File: src/diag_regs_pkg.sv
// constants, register map and carrier types for the diagnostic status bank
// assumes a 100 MHz system clock and a 32-bit APB master in front
package diag_regs_pkg;

   ////////////////////////////////////////////////////////////////////////////
   // register byte offsets
   localparam logic [7:0] OFS_FUSE     = 8'h00;
   localparam logic [7:0] OFS_DIP      = 8'h04;
   localparam logic [7:0] OFS_DIAG     = 8'h08;
   localparam logic [7:0] OFS_ERR_YM   = 8'h0C;
   localparam logic [7:0] OFS_ERR_DH   = 8'h10;
   localparam logic [7:0] OFS_ERR_MS   = 8'h14;
   localparam logic [7:0] OFS_CLASS    = 8'h18;
   localparam logic [7:0] OFS_DETAIL   = 8'h1C;
   localparam logic [7:0] OFS_RUN      = 8'h20;
   localparam logic [7:0] OFS_CYCLE    = 8'h24;
   localparam logic [7:0] OFS_MAXCYC   = 8'h28;
   localparam logic [7:0] OFS_CALYM    = 8'h2C;
   localparam logic [7:0] OFS_CTRL     = 8'h30;
   localparam logic [3:0] REG_LAST_IDX = 4'hC;

   // control register bits, write-one pulses
   localparam int CTRL_CLR_STOP_BIT = 0;
   localparam int CTRL_CLR_MAX_BIT  = 1;

   // run state register codes
   localparam logic [3:0] CODE_RUN     = 4'h0;
   localparam logic [3:0] CODE_STOP    = 4'h2;
   localparam logic [3:0] CAUSE_SWITCH = 4'h0;
   localparam logic [3:0] CAUSE_ERROR  = 4'h4;

   // supply dip thresholds in percent of rating
   localparam logic [7:0] DIP_AC_PCT = 8'h55;
   localparam logic [7:0] DIP_DC_PCT = 8'h41;

   // reset values and limits
   localparam logic [15:0] REG_RESET = 16'h0000;
   localparam logic [15:0] CYCLE_SAT = 16'hFFFF;

   // millisecond tick derived from the clock rate
   localparam int unsigned CLK_PERIOD_NS = 10;
   localparam int unsigned MS_PERIOD_NS  = 1000000;
   localparam int unsigned MS_CYCLES     = MS_PERIOD_NS / CLK_PERIOD_NS;

   ////////////////////////////////////////////////////////////////////////////
   typedef struct packed {
      logic [15:0] year_month;
      logic [15:0] day_hour;
      logic [15:0] min_sec;
   } bcd_time_t;

   typedef struct packed {
      logic [15:0] number;
      logic [15:0] cls;
      logic [15:0] detail;
      logic        detail_is_cpu;
      logic [1:0]  cpu_idx;
      logic        stop;
   } fault_t;

   typedef enum logic [1:0] {
      ST_RUN  = 2'b01,
      ST_STOP = 2'b10
   } run_state_t;

endpackage : diag_regs_pkg

File: src/diag_status_regs.sv
// diagnostic and status register bank with an APB slave port
// assumes fault, fuse, supply and main-pass inputs are on CLK_SYS_I;
// the run/stop switch is a raw pin and is synchronised here
module diag_status_regs #(
   parameter int unsigned MS_CYCLES = diag_regs_pkg::MS_CYCLES
) (
   // clock and reset
   input  wire logic                      CLK_SYS_I,
   input  wire logic                      RST_I,
   // apb slave
   input  wire logic                      PSEL_I,
   input  wire logic                      PENABLE_I,
   input  wire logic                      PWRITE_I,
   input  wire logic [7:0]                PADDR_I,
   input  wire logic [31:0]               PWDATA_I,
   output logic      [31:0]               PRDATA_O,
   output logic                           PREADY_O,
   output logic                           PSLVERR_O,
   // cpu operation and supply monitor
   input  wire logic                      RUN_SWITCH_I,
   input  wire logic                      CPU_OPERATING_I,
   input  wire logic [7:0]                SUPPLY_PCT_I,
   input  wire logic                      SUPPLY_DC_I,
   // i/o modules
   input  wire logic [15:0]               FUSE_BLOWN_I,
   // self-diagnosis
   input  wire logic                      FAULT_VALID_I,
   input  wire diag_regs_pkg::fault_t     FAULT_I,
   // time of day and main processing
   input  wire diag_regs_pkg::bcd_time_t  TIME_NOW_I,
   input  wire logic                      CAL_LOAD_I,
   input  wire logic                      MAIN_PASS_I,
   // status out
   output logic                           CPU_STOPPED_O
);

   ////////////////////////////////////////////////////////////////////////////
   // apb decode
   logic        setup_rd;
   logic        acc_wr;
   logic        addr_ok;
   logic [3:0]  reg_idx;
   logic        wr_calym;
   logic        wr_ctrl;
   logic        clr_stop;
   logic        clr_max;
   logic [15:0] rd_word [0:12];
   logic [15:0] rd_sel;
   logic [31:0] prdata_q;

   assign reg_idx  = PADDR_I[5:2];
   assign addr_ok  = (PADDR_I[1:0] == 2'b00) && (PADDR_I[7:6] == 2'b00)
                     && (reg_idx <= diag_regs_pkg::REG_LAST_IDX);
   assign setup_rd = PSEL_I && !PENABLE_I && !PWRITE_I;
   assign acc_wr   = PSEL_I && PENABLE_I && PWRITE_I && addr_ok;
   // writable registers, selected ones only
   assign wr_calym = acc_wr && (PADDR_I == diag_regs_pkg::OFS_CALYM);
   assign wr_ctrl  = acc_wr && (PADDR_I == diag_regs_pkg::OFS_CTRL);
   assign clr_stop = wr_ctrl && PWDATA_I[diag_regs_pkg::CTRL_CLR_STOP_BIT];
   assign clr_max  = wr_ctrl && PWDATA_I[diag_regs_pkg::CTRL_CLR_MAX_BIT];
   assign rd_sel   = addr_ok ? rd_word[reg_idx] : 16'h0000;

   // zero wait states: data is registered in the setup cycle
   assign PREADY_O  = 1'b1;
   assign PSLVERR_O = PSEL_I && PENABLE_I && !addr_ok;
   assign PRDATA_O  = prdata_q;

   // read data latched in setup so it is stable through access
   always_ff @(posedge CLK_SYS_I or posedge RST_I) begin
      if (RST_I) begin
         prdata_q <= 32'h0000_0000;
      end else if (setup_rd) begin
         prdata_q <= {16'h0000, rd_sel};
      end
   end

   ////////////////////////////////////////////////////////////////////////////
   // run/stop switch synchroniser
   // resets to the run level so leaving reset never fakes a switch stop
   logic run_sw_meta_q;
   logic run_sw_q;

   always_ff @(posedge CLK_SYS_I or posedge RST_I) begin
      if (RST_I) begin
         run_sw_meta_q <= 1'b1;
         run_sw_q      <= 1'b1;
      end else begin
         run_sw_meta_q <= RUN_SWITCH_I;
         run_sw_q      <= run_sw_meta_q;
      end
   end

   ////////////////////////////////////////////////////////////////////////////
   // lowest blown-fuse module, searched from the top down
   logic [3:0] fuse_low;
   logic       fuse_any;
   logic [15:0] fuse_idx_q;

   assign fuse_any = |FUSE_BLOWN_I;

   always_comb begin
      fuse_low = 4'h0;
      for (int i = 15; i >= 0; i--) begin
         if (FUSE_BLOWN_I[i]) begin
            fuse_low = 4'(i);
         end
      end
   end

   // refreshed each main pass; with no blown fuse the last value holds
   always_ff @(posedge CLK_SYS_I or posedge RST_I) begin
      if (RST_I) begin
         fuse_idx_q <= diag_regs_pkg::REG_RESET;
      end else if (MAIN_PASS_I && fuse_any) begin
         fuse_idx_q <= {12'h000, fuse_low};
      end
   end

   ////////////////////////////////////////////////////////////////////////////
   // power dip counter, edge of the below-threshold condition
   logic [7:0]  dip_limit;
   logic        below;
   logic        below_q;
   logic        dip_evt;
   logic [15:0] dip_cnt_q;

   assign dip_limit = SUPPLY_DC_I ? diag_regs_pkg::DIP_DC_PCT
                                  : diag_regs_pkg::DIP_AC_PCT;
   assign below     = (SUPPLY_PCT_I <= dip_limit);
   // only counted while the cpu is operating; one dip counts once
   assign dip_evt   = below && !below_q && CPU_OPERATING_I;

   always_ff @(posedge CLK_SYS_I or posedge RST_I) begin
      if (RST_I) begin
         below_q   <= 1'b0;
         dip_cnt_q <= diag_regs_pkg::REG_RESET;
      end else begin
         below_q <= below;
         if (dip_evt) begin
            dip_cnt_q <= dip_cnt_q + 16'h0001;
         end
      end
   end

   ////////////////////////////////////////////////////////////////////////////
   // fault capture: number, time stamp, class and detail
   logic [15:0] detail_val;
   logic [15:0] diag_num_q;
   logic [15:0] err_ym_q;
   logic [15:0] err_dh_q;
   logic [15:0] err_ms_q;
   logic [15:0] class_q;
   logic [15:0] detail_q;

   // cpu numbers are one-based in the register
   assign detail_val = FAULT_I.detail_is_cpu ?
                       ({14'h0000, FAULT_I.cpu_idx} + 16'h0001) : FAULT_I.detail;

   always_ff @(posedge CLK_SYS_I or posedge RST_I) begin
      if (RST_I) begin
         diag_num_q <= diag_regs_pkg::REG_RESET;
         err_ym_q   <= diag_regs_pkg::REG_RESET;
         err_dh_q   <= diag_regs_pkg::REG_RESET;
         err_ms_q   <= diag_regs_pkg::REG_RESET;
         class_q    <= diag_regs_pkg::REG_RESET;
         detail_q   <= diag_regs_pkg::REG_RESET;
      end else if (FAULT_VALID_I) begin
         diag_num_q <= FAULT_I.number;
         err_ym_q   <= TIME_NOW_I.year_month;
         err_dh_q   <= TIME_NOW_I.day_hour;
         err_ms_q   <= TIME_NOW_I.min_sec;
         class_q    <= FAULT_I.cls;
         detail_q   <= detail_val;
      end
   end

   ////////////////////////////////////////////////////////////////////////////
   // cpu run state and stop cause
   diag_regs_pkg::run_state_t state_q;
   logic        err_stop_q;
   logic        stop_req;
   logic [3:0]  cause_q;
   logic [15:0] run_reg_q;
   logic [3:0]  state_code;

   assign stop_req   = !run_sw_q || err_stop_q;
   assign state_code = (state_q == diag_regs_pkg::ST_STOP) ?
                       diag_regs_pkg::CODE_STOP : diag_regs_pkg::CODE_RUN;
   assign CPU_STOPPED_O = (state_q == diag_regs_pkg::ST_STOP);

   // error stop: a new stop fault beats a clear in the same cycle
   always_ff @(posedge CLK_SYS_I or posedge RST_I) begin
      if (RST_I) begin
         err_stop_q <= 1'b0;
      end else if (FAULT_VALID_I && FAULT_I.stop) begin
         err_stop_q <= 1'b1;
      end else if (clr_stop) begin
         err_stop_q <= 1'b0;
      end
   end

   // cause latched on entry to stop and held; later causes do not replace it
   always_ff @(posedge CLK_SYS_I or posedge RST_I) begin
      if (RST_I) begin
         state_q <= diag_regs_pkg::ST_RUN;
         cause_q <= diag_regs_pkg::CAUSE_SWITCH;
      end else begin
         unique case (state_q)
            diag_regs_pkg::ST_RUN: begin
               if (stop_req) begin
                  state_q <= diag_regs_pkg::ST_STOP;
                  cause_q <= !run_sw_q ? diag_regs_pkg::CAUSE_SWITCH
                                       : diag_regs_pkg::CAUSE_ERROR;
               end
            end
            diag_regs_pkg::ST_STOP: begin
               if (!stop_req) begin
                  state_q <= diag_regs_pkg::ST_RUN;
                  cause_q <= diag_regs_pkg::CAUSE_SWITCH;
               end
            end
         endcase
      end
   end

   // visible state register follows main processing
   always_ff @(posedge CLK_SYS_I or posedge RST_I) begin
      if (RST_I) begin
         run_reg_q <= diag_regs_pkg::REG_RESET;
      end else if (MAIN_PASS_I) begin
         run_reg_q <= {8'h00, cause_q, state_code};
      end
   end

   ////////////////////////////////////////////////////////////////////////////
   // main cycle timing in milliseconds
   logic [16:0] presc_q;
   logic        ms_tick;
   logic [15:0] ms_cnt_q;
   logic [15:0] cycle_q;
   logic [15:0] max_q;

   assign ms_tick = (presc_q == 17'(MS_CYCLES - 1));

   // prescaler restarts at each pass so each cycle is timed from its start
   always_ff @(posedge CLK_SYS_I or posedge RST_I) begin
      if (RST_I) begin
         presc_q  <= 17'h00000;
         ms_cnt_q <= 16'h0000;
      end else if (MAIN_PASS_I) begin
         presc_q  <= 17'h00000;
         ms_cnt_q <= 16'h0000;
      end else begin
         presc_q <= ms_tick ? 17'h00000 : presc_q + 17'h00001;
         if (ms_tick && ms_cnt_q != diag_regs_pkg::CYCLE_SAT) begin
            ms_cnt_q <= ms_cnt_q + 16'h0001;
         end
      end
   end

   // new maximum wins over a clear request in the same cycle
   always_ff @(posedge CLK_SYS_I or posedge RST_I) begin
      if (RST_I) begin
         cycle_q <= diag_regs_pkg::REG_RESET;
         max_q   <= diag_regs_pkg::REG_RESET;
      end else begin
         if (MAIN_PASS_I) begin
            cycle_q <= ms_cnt_q;
         end
         if (MAIN_PASS_I && ms_cnt_q > max_q) begin
            max_q <= ms_cnt_q;
         end else if (clr_max) begin
            max_q <= 16'h0000;
         end
      end
   end

   ////////////////////////////////////////////////////////////////////////////
   // calendar year-month, user write beats a system load
   logic [15:0] calym_q;

   always_ff @(posedge CLK_SYS_I or posedge RST_I) begin
      if (RST_I) begin
         calym_q <= diag_regs_pkg::REG_RESET;
      end else if (wr_calym) begin
         calym_q <= PWDATA_I[15:0];
      end else if (CAL_LOAD_I) begin
         calym_q <= TIME_NOW_I.year_month;
      end
   end

   ////////////////////////////////////////////////////////////////////////////
   // read words in map order; control reads zero
   assign rd_word[0]  = fuse_idx_q;
   assign rd_word[1]  = dip_cnt_q;
   assign rd_word[2]  = diag_num_q;
   assign rd_word[3]  = err_ym_q;
   assign rd_word[4]  = err_dh_q;
   assign rd_word[5]  = err_ms_q;
   assign rd_word[6]  = class_q;
   assign rd_word[7]  = detail_q;
   assign rd_word[8]  = run_reg_q;
   assign rd_word[9]  = cycle_q;
   assign rd_word[10] = max_q;
   assign rd_word[11] = calym_q;
   assign rd_word[12] = 16'h0000;
endmodule : diag_status_regs

File: config.mk
export PLATFORM = sky130hd
export DESIGN_NAME = diag_status_regs
export DESIGN_NICKNAME = d
export VERILOG_FILES = /design/src/diag_regs_pkg.sv /design/src/diag_status_regs.sv
export SDC_FILE = /design/constraint.sdc
export NUM_CORES = 1
export LEC_CHECK = 0
export BUFFER_PORTS_ARGS = -buffer_cell sky130_fd_sc_hd__buf_2
export CORE_UTILIZATION = 51
export DETAILED_ROUTE_END_ITERATION = 16
export HOLD_SLACK_MARGIN = 0.05
export PLACE_DENSITY = 0.77
export SLEW_MARGIN = 20
export SYNTH_ARGS = -nofsm -noshare
export SYNTH_HDL_FRONTEND = slang
export SYNTH_SLANG_ARGS = --single-unit
export TNS_END_PERCENT = 50
File: constraint.sdc
create_clock -name CLK_SYS_I -period 7.25 [get_ports CLK_SYS_I]
set_input_delay 0.725 -clock CLK_SYS_I [delete_from_list [all_inputs] [get_ports CLK_SYS_I]]
set_output_delay 0.725 -clock CLK_SYS_I [all_outputs]
set_load 0.03 [all_outputs]
Word-level counts from Yosys, hierarchy flattened
Index checks and enable logic that the tools add are counted.
{"block": "totals", "register_bits": 231, "input_bits": 175, "output_inout_bits": 35, "elab_cells": 110}
{"block": "classes", "n_addsub": 4, "magnitude_cmp": 4, "n_eq_ne": 8, "muxes": 40, "bitwise": 1, "reduce_logical": 32}
{"operator": "$mux 16", "n": 10}
{"operator": "$mux 4", "n": 18}
{"operator": "$bmux 16 s4", "n": 1}
{"operator": "$mux 17", "n": 2}
{"operator": "$add 16x1->16 const B", "n": 2}
{"operator": "$logic_and 1x1->1", "n": 18}
{"operator": "$add 17x1->17 const B", "n": 1}
{"operator": "$eq 17x17->1 const B", "n": 1}
{"operator": "$eq 8x6->1 const B", "n": 2}
{"operator": "$gt 16x16->1", "n": 1}
{"operator": "$ne 16x16->1 const B", "n": 1}
{"operator": "$reduce_or 16->1", "n": 1}
{"operator": "$le 8x7->1", "n": 1}
{"operator": "$pmux 4 s2", "n": 1}
{"operator": "$reduce_bool 2->1", "n": 4}
{"operator": "$mux 2", "n": 3}
{"operator": "$ge 5x5->1 const B", "n": 1}
{"operator": "$logic_not 1->1", "n": 5}
{"operator": "$mux 5", "n": 1}
{"operator": "$not 4->5", "n": 1}
{"operator": "$le 4x4->1 const B", "n": 1}
{"operator": "$logic_not 2->1", "n": 2}
{"operator": "$ne 2x2->1 const B", "n": 2}
{"operator": "$pmux 2 s2", "n": 1}
{"operator": "7 further kinds", "n": 8}

Longest topological paths before layout
Gate-level depths: netlist of the first run.
{"block": "logic_depth", "word_depth": 16, "depth_mapped": 9}

Worst setup path before layout of the first run
No wires, ideal clock.
{"block": "synth_path", "path_type": "input-to-output", "startpoint": "input port PADDR_I[2]", "endpoint": "output port PSLVERR_O", "arrival_time_ns": 1.891, "required_ns": 6.525, "slack_ns": 4.634, "cell_stages": 6, "path_cell_list": "buf_2 -> buf_6 -> buf_2 -> nor2_1 -> o21ai_0 -> and3_1"}
{"block": "synth_via", "elab_chain_cells": 4}
{"item": "start: declaration", "line_no": "diag_status_regs.sv:14", "text": "input wire logic [7:0] PADDR_I,"}
{"item": "$le 4x4->1", "line_no": "diag_status_regs.sv:53", "text": "&& (reg_idx <= diag_regs_pkg::REG_LAST_IDX);"}
{"item": "$logic_and 1x1->1", "line_no": "diag_status_regs.sv:53"}
{"item": "$logic_not 1->1", "line_no": "diag_status_regs.sv:65", "text": "assign PSLVERR_O = PSEL_I && PENABLE_I && !addr_ok;"}
{"item": "$logic_and 1x1->1", "line_no": "diag_status_regs.sv:65"}
{"item": "end: declaration", "line_no": "diag_status_regs.sv:18", "text": "output logic PSLVERR_O,"}
Every way passes these cells.

Worst setup path in the final report of the first run
{"block": "layout_path", "startpoint": "input port PADDR_I[3]", "endpoint": "output port PSLVERR_O"}
The elaborated chain is that of the path after synthesis.

==> key figures, run 1 <==
Floorplan
  – Ports: 210
  – Die Ht: 150 um
  – Core Region: 21200 um^2
  – Die area: 22500 um^2
  – Num rows: 53
  – Die width: around 150 um
  – Initial core utilization: 52.6%

Yosys
  – Ys flop type: dfrtp_1
  – Async S/R FF share, synth: 100%
  – Top cells by area, synth: dfrtp_1 49%, mux2_2 13%, mux4_2 4.4%
  – Syn Area/Cell: 11.7 um^2
  – Yosys warnings: 0
  – Post-Synthesis Cells: about 960
  – Post-synthesis cell type count: 53
  – Post-synth EDFFs: 0
  – Synthesis-stage register bit count: 222
  – Largest area contributor in the synthesized netlist: dfrtp_1
  – Synth top area share: approximately half
  – Mapped Area: 11200 um^2
  – Sequential element share of the synthesized area: 49.8%

Worst setup path
  – Setup crit start: PADDR_I[3]
  – Worst Setup End Kind: output port
  – Crit path DAT: 2480 ps
  – WS Path Type: in -> out
  – Reg2reg start: ms_cnt_q[15]
  – WP data required: around 6500 ps
  – Element type at the critical path start: input port
  – Worst Path Max Fanout: 38

Cells and area
  – Cell Count, Final, Fillers Out: 1400
  – Layout cells sized above 1: about a third
  – Final nets: 1305
  – Fillers: between 1500 and 2000
  – Area Overhead vs Synth: 16.2%
  – Antenna cells: 0
  – Seq. cell area: 5560 um^2
  – Area of the multi-input gates: slightly above 5000 um^2

GRT
  – Vias in the first global route: approximately 7900
  – Global route overflow: 0
  – First-pass GRT wire length: between 40000 and 50000 um
  – Largest net degree at the start of global routing: 150
  – Initial antenna violation count: 0
  – All-layer global routing usage: 23.1%

Clock tree
  – TritonCTS buffer count: 24
  – CTS resizes: 0
  – Clk sink count: 222
  – Post-CTS Repair Setup Buffers: 0
  – Clock buffer depth: 3
  – Post-CTS Hold Fix Bufs: 0
  – Root buffer cell: clkbuf_16
  – Clock transition at path regs: approximately 60 ps
  – CTS tree: done
  – H-Tree Depth: 1
  – Skew-Pair Late Insertion Delay: 510 ps

Placement
  – DP Cell Count: 1357
  – Gp weighted congestion: 0.825
  – Dpl hpwl: 18000 um
  – IO Port Bufs: 176

Detailed routing
  – Drt via density: 5.68
  – Drt drc: 0
  – Post-route ant nets: 0
  – WL per Instance: 18.4 um
  – DR vias: 7950
  – Drt total wl: 25700 um
  – Initial drt markers: 445
  – Total iterations of the first detailed-routing run: 7

STA
  – RSZ-0062 raised after global routing: no
  – Period utilisation layout: approximately 44%
  – Fin crit period: 3200 ps
  – Slew HR: between 30% and 40%
  – Highest Clock Rate: approximately 0.31 GHz
  – Clock Skews: 8.18 ps
  – TNS Setup: 0 ps
  – Setup violators final: 0
  – Hold Vio Cnt, Final: 0
  – Tightest Pin Transition: 994 ps
  – Final number of max-transition violations: 0

Outcome
  – Status: finished clean

Power and ir drop
  – Power Dens Cells: 229 nW/um^2
  – VDD IR-drop max: between 150 and 200 uV
  – Leakage: 6.02 nW

Run
  – MaxCap Viol Count: 0

Hold path
  – Hold_sp: RUN_SWITCH_I
  – Worst hold path class: in -> reg
[layout make-up]
cell class,count,area share [%]
clock buffer,36,5.76
clock inverter,7,0.483
inverter,44,1.37
multi-input combinational,633,39.6
sequential,222,42.9
tap,275,2.65
timing repair buffer,183,7.22
[layout by cell type, fill, tap and decap left out, drive strengths merged, types with 4 or more instances in the layout]
| cell type | count |
|---|---|
| dfrtp | 219 |
| buf | 183 |
| mux2 | 136 |
| nand2 | 64 |
| nor2 | 49 |
| inv | 43 |
| o21ai | 37 |
| clkbuf | 36 |
| a21oi | 31 |
| mux2i | 27 |
| xor2 | 26 |
| nand3 | 25 |
| mux4 | 22 |
| ha | 22 |
| a22o | 18 |
| xnor2 | 17 |
| conb | 17 |
| nor2b | 15 |
| a22oi | 15 |
| nand4 | 13 |
| and3 | 13 |
| a221oi | 12 |
| nor3 | 11 |
| o32ai | 10 |
| nor4 | 8 |
| o22ai | 7 |
| nand2b | 6 |
| clkinv | 6 |
| a21o | 5 |
| and2 | 4 |
| and4 | 4 |
[synthesized netlist by cell type, types with 18 or more instances]
cell type  instances
buf_4             18
nand2_1           64
inv_1             44
nand3_1           25
dfrtp_1          219
mux4_2            22
o21ai_0           37
a21oi_1           30
mux2_2           129
ha_1              22
clkbuf_1          38
mux2i_1           27
nor2_1            49
xor2_1            26
a22o_1            18
[path summary, 6_finish.rpt]
check / cells past startpoint / slack (ps) / to
setup / recovery: 6 / 4050 / PSLVERR_O
hold / removal: 1 / 310 / run_sw_meta_q
setup reg to reg: 7 / 4530 / max_q[10]
hold reg to reg: 0 / 360 / run_sw_q
max in group asynchronous: 3 / 5490 / detail_q[2]
min in group asynchronous: 2 / 340 / presc_q[14]
[power breakdown]
group / switching (mW) / internal [mW]
clock network: 0.484 / 0.744
registers: 0.0614 / 1.33
logic: 0.175 / 0.171
[registers in the layout, indices dropped and copies added (netlist names), 4 cells and up]
register	count
diag_num_q	16
max_q	16
calym_q	16
detail_q	16
PRDATA_O	16
presc_q	17
err_dh_q	16
dip_cnt_q	16
err_ms_q	16
err_ym_q	16
cycle_q	16
class_q	16
fuse_idx_q	4
ms_cnt_q	16
[routing by layer]
| layer | up-vias | GRT usage, % | wire length, um |
|---|---|---|---|
| met5 | - | 0 | 0 |
| met4 | 0 | 6.87 | 639 |
| met3 | 51 | 3.45 | 1450 |
| met2 | 273 | 38.0 | 12400 |
| met1 | 3904 | 31.7 | 11200 |
| li1 | 3722 | - | - |
[cells by family after synthesis]
| kind of cell | share of synthesized area, % |
|---|---|
| AOI/OAI and AO/OA | 9.24 |
| xor gates and xnor gates | 3.38 |
| adders and majority gates | 2.47 |
| buffers and inverters | 4.77 |
| DFF | 49.8 |
| muxes | 20.8 |
| other | 0.0673 |
| and+or+nand+nor | 9.42 |
[stage by stage]
stage | cell area (um^2) | util, % | total power, mW | setup WS (ps) | hold WS, ps
after floorplan | 11200 | - | 1.64 | 452 | 345
after global placement | 12100 | 57.2 | 1.74 | 4020 | 349
after detailed placement | 12100 | 57.2 | 1.76 | 4010 | 347
after CTS | 13000 | 61.1 | 2.99 | 4130 | 293
after global routing | 13000 | 61.1 | 3.08 | 3920 | 295
final | 13000 | 61.1 | 2.96 | 4050 | 310
[worst max-delay path: stages]
cell and delay [ps]:
buf_2 370, buf_4 570, nor2_1 80, o21ai_0 320, and3_1 190, buf_2 190
No activity file was read; power rests on OpenSTA's default activity.
==> run 2: changes to the inputs <==
Settings changed: ABC_AREA from default to 1, CORE_UTILIZATION 51 to 55, PLACE_DENSITY 0.77 to 0.79.
Clock period 7.25 ns to 3.1 ns, I/O delays scaled along.
==> run 2 against run 1 <==
Against the previous run:
- wire length rose by 34%
- hold slack got worse by 250 ps
- cell area rose by 7.8%
- final cell count rose by 39%
- clock skew rose by 1.4 ps
- clock-buffer cell count fell by 1
- non-clock buffer count rose by 86
- first-iteration DRC count rose by 98%
- core utilization rose by 7.5 points
- critical path type unchanged
- largest cell class unchanged
- largest power group unchanged
==> key figures, run 2 <==
Yosys
  – Async S/R FF share, synth: 100%
  – Mapped Area: 11500 um^2
  – Ys flop type: dfrtp_1
  – Synth top area share: around 48%
  – Top cells by area, synth: dfrtp_1 48%, nand2_1 11%, o21ai_0 6.0%
  – Post-synth top cells: 328 x nand2_1, 219 x dfrtp_1, 157 x inv_1, 137 x o21ai_0, 128 x nand3_1
  – Post-synth EDFFs: 0
  – Synthesis-stage register bit count: 222
  – Sequential element share of the synthesized area: 48.5%
  – Syn Area/Cell: 7.94 um^2
  – Count leader, synth: nand2_1
  – Post-synthesis cell type count: 44
  – Largest area contributor in the synthesized netlist: dfrtp_1
  – Post-Synthesis Cells: roughly 1400
  – Yosys warnings: 0

Cells and area
  – Largest register by flop count: presc_q
  – Layout cells sized above 1: 15.7%
  – Commonest non-fill, non-tap cell in the layout: nand2_1
  – Antenna cells: 0
  – Area Overhead vs Synth: 21.9%
  – Most frequent cells in the layout: 328 x nand2_1, 219 x dfrtp_1, 175 x buf_2
  – Max reg flops: 17
  – Fillers: 1576
  – Final nets: approximately 1900
  – Post-route core utilization: 68.6%

Hold path
  – Worst hold path class: in -> reg
  – WHS Path Cells: 3

Placement
  – Post-Place Setup Slack: 574 ps
  – IO Port Bufs: between 150 and 200
  – Dpl hpwl: 23100 um
  – Gp weighted congestion: 0.970

STA
  – TNS Setup: 0 ps
  – Highest Clock Rate: 0.416 GHz
  – RSZ-0062 raised after global routing: no
  – Final number of max-transition violations: 0
  – Period utilisation layout: slightly below 80%
  – Tightest Pin Transition: around 730 ps
  – PnR worst setup slack: 696 ps
  – Slew HR: 51.1%
  – Setup violators final: 0
  – Clock Skews: 9.54 ps
  – Fin crit period: 2400 ps
  – Smallest hold slack: 57.4 ps
  – Hold Vio Cnt, Final: 0

Floorplan
  – Die area: between 20000 and 25000 um^2
  – Num rows: 52
  – Ports: 210
  – Core Region: 20400 um^2
  – Die Ht: approximately 150 um
  – Die width: approximately 150 um
  – Initial core utilization: approximately 56%

Detailed routing
  – Drt total wl: 34600 um
  – Drt via density: 5.69
  – Total iterations of the first detailed-routing run: 5
  – DR vias: 11100
  – Routed met3 length: between 2000 and 3000 um
  – Met2 WL: about 16000 um
  – Initial drt markers: 879
  – WL per Instance: 17.7 um
  – Drt drc: 0
  – Post-route ant nets: 0
  – WL met1: 13600 um
  – Max Used Layer: met4

Power and ir drop
  – Reg power frac: 45.2%
  – VDD IR-drop max: 453 uV
  – P_int: 5.20 mW
  – Clock share of power: 38.1%
  – Leakage: 6.74 nW
  – NetSw: 2.11 mW
  – Power Dens Cells: 523 nW/um^2
  – Comb power frac: 16.8%
  – Sw frac: 28.8%

Worst setup path
  – WS Path Type: in -> out
  – WP data required: 2790 ps
  – Worst Setup End Kind: output port
  – Crit path DAT: 2090 ps
  – Element type at the critical path start: input port
  – Worst Path Max Fanout: 19
  – Reg2reg path depth: 8

GRT
  – First-pass GRT wire length: 55500 um
  – All-layer global routing usage: 32.8%
  – Vias in the first global route: around 11000
  – Initial antenna violation count: 0
  – Largest net degree at the start of global routing: 80
  – Global route overflow: 0

Clock tree
  – H-Tree Depth: 1
  – Clock transition at path regs: around 60 ps
  – Post-CTS Repair Setup Buffers: 0
  – Clk sink count: ~220
  – CTS resizes: 0
  – Clock buffer depth: 3
  – CTS tree: done
  – Root buffer cell: clkbuf_16
  – TritonCTS buffer count: 23
  – Skew-Pair Late Insertion Delay: 510 ps

Outcome
  – Status: finished clean

Run
  – MaxCap Viol Count: 0
[run 2: changes by cell type in the layout (fill, tap and decap cells not counted), sizes merged, moves of 22 or more]
cell	change
inv	+131
mux4	-22
nand2	+267
mux2i	-27
mux2	-136
o21ai	+175
dlygate4sd3	+76
nand3	+103
[run 2: final timing paths]
| path | startpoint | end | slack [ps] |
|---|---|---|---|
| setup / recovery | PADDR_I[2] | PSLVERR_O | 700 |
| hold / removal | PWDATA_I[8] | calym_q[8] | 60 |
| setup reg to reg | ms_cnt_q[1] | ms_cnt_q[10] | 930 |
| hold reg to reg | run_sw_meta_q | run_sw_q | 350 |
| max in group asynchronous | RST_I | PRDATA_O[8] | 1670 |
| min in group asynchronous | RST_I | fuse_idx_q[2] | 400 |
[run 2: power by group through the flow]
stage          Clock (mW)  Sequential (mW)  Combinational, mW
6_report             2.78             3.30               1.22
2_1_floorplan           0             3.31              0.772
3_3_place_gp            0             3.34               1.08
4_1_cts              2.79             3.30               1.20
5_1_grt              2.91             3.32               1.37
3_5_place_dp            0             3.34               1.11
[run 2: metal layers]
| layer | vias up | global-route usage (%) |
|---|---|---|
| li1 | 5192 | - |
| met1 | 5213 | 42.1 |
| met2 | 538 | 53.2 |
| met3 | 152 | 5.41 |
| met4 | 0 | 18.3 |
| met5 | - | 0 |
[run 2: final cells by class]
class	count	area [um^2]	share of cell area, %
Clock inverter	5	52.6	0.376
Sequential cell	222	5560	39.8
Inverter	176	667	4.77
Multi-Input combinational cell	973	4860	34.8
Tap cell	270	338	2.42
Timing Repair Buffer	269	1800	12.9
Clock buffer	35	701	5.01
[run 2: repair_timing]
| action | CTS | global route |
|---|---|---|
| hold endpoints to repair | 90 | 1 |
| hold buffers | 75 | 1 |
| endpoints found under the setup margin | 0 | 0 |
[run 2: cell families (layout without fill, tap and decap cells)]
kind of cell             count (synthesis)  count (layout)  share of synthesized area [%]
AO/OA/AOI/OAI                          323             323                           15.5
XOR/XNOR                                25              25                           1.91
flip-flops                             222             222                           48.5
buffers and inverters                  263             485                           9.57
AND/OR/NAND/NOR                        586             586                           22.1
other                                    2              17                         0.0655
adder cells (fa/ha/maj)                 22              22                           2.40
[run 2: per-stage QoR]
stage | instances | total power [mW] | cell area, um^2
finish | 1950 | 7.30 | 14000
global placement | 1834 | 4.42 | 12500
CTS | 1949 | 7.29 | 14000
floorplan | 1458 | 4.08 | 11500
detailed placement | 1834 | 4.45 | 12500
global route | 1950 | 7.60 | 14000
[run 2: critical path, cell delays in order]
cell and delay, ps:
buf_2 250, nor2_4 500, inv_2 270, a21oi_4 470, nor2_1 80, buf_2 190
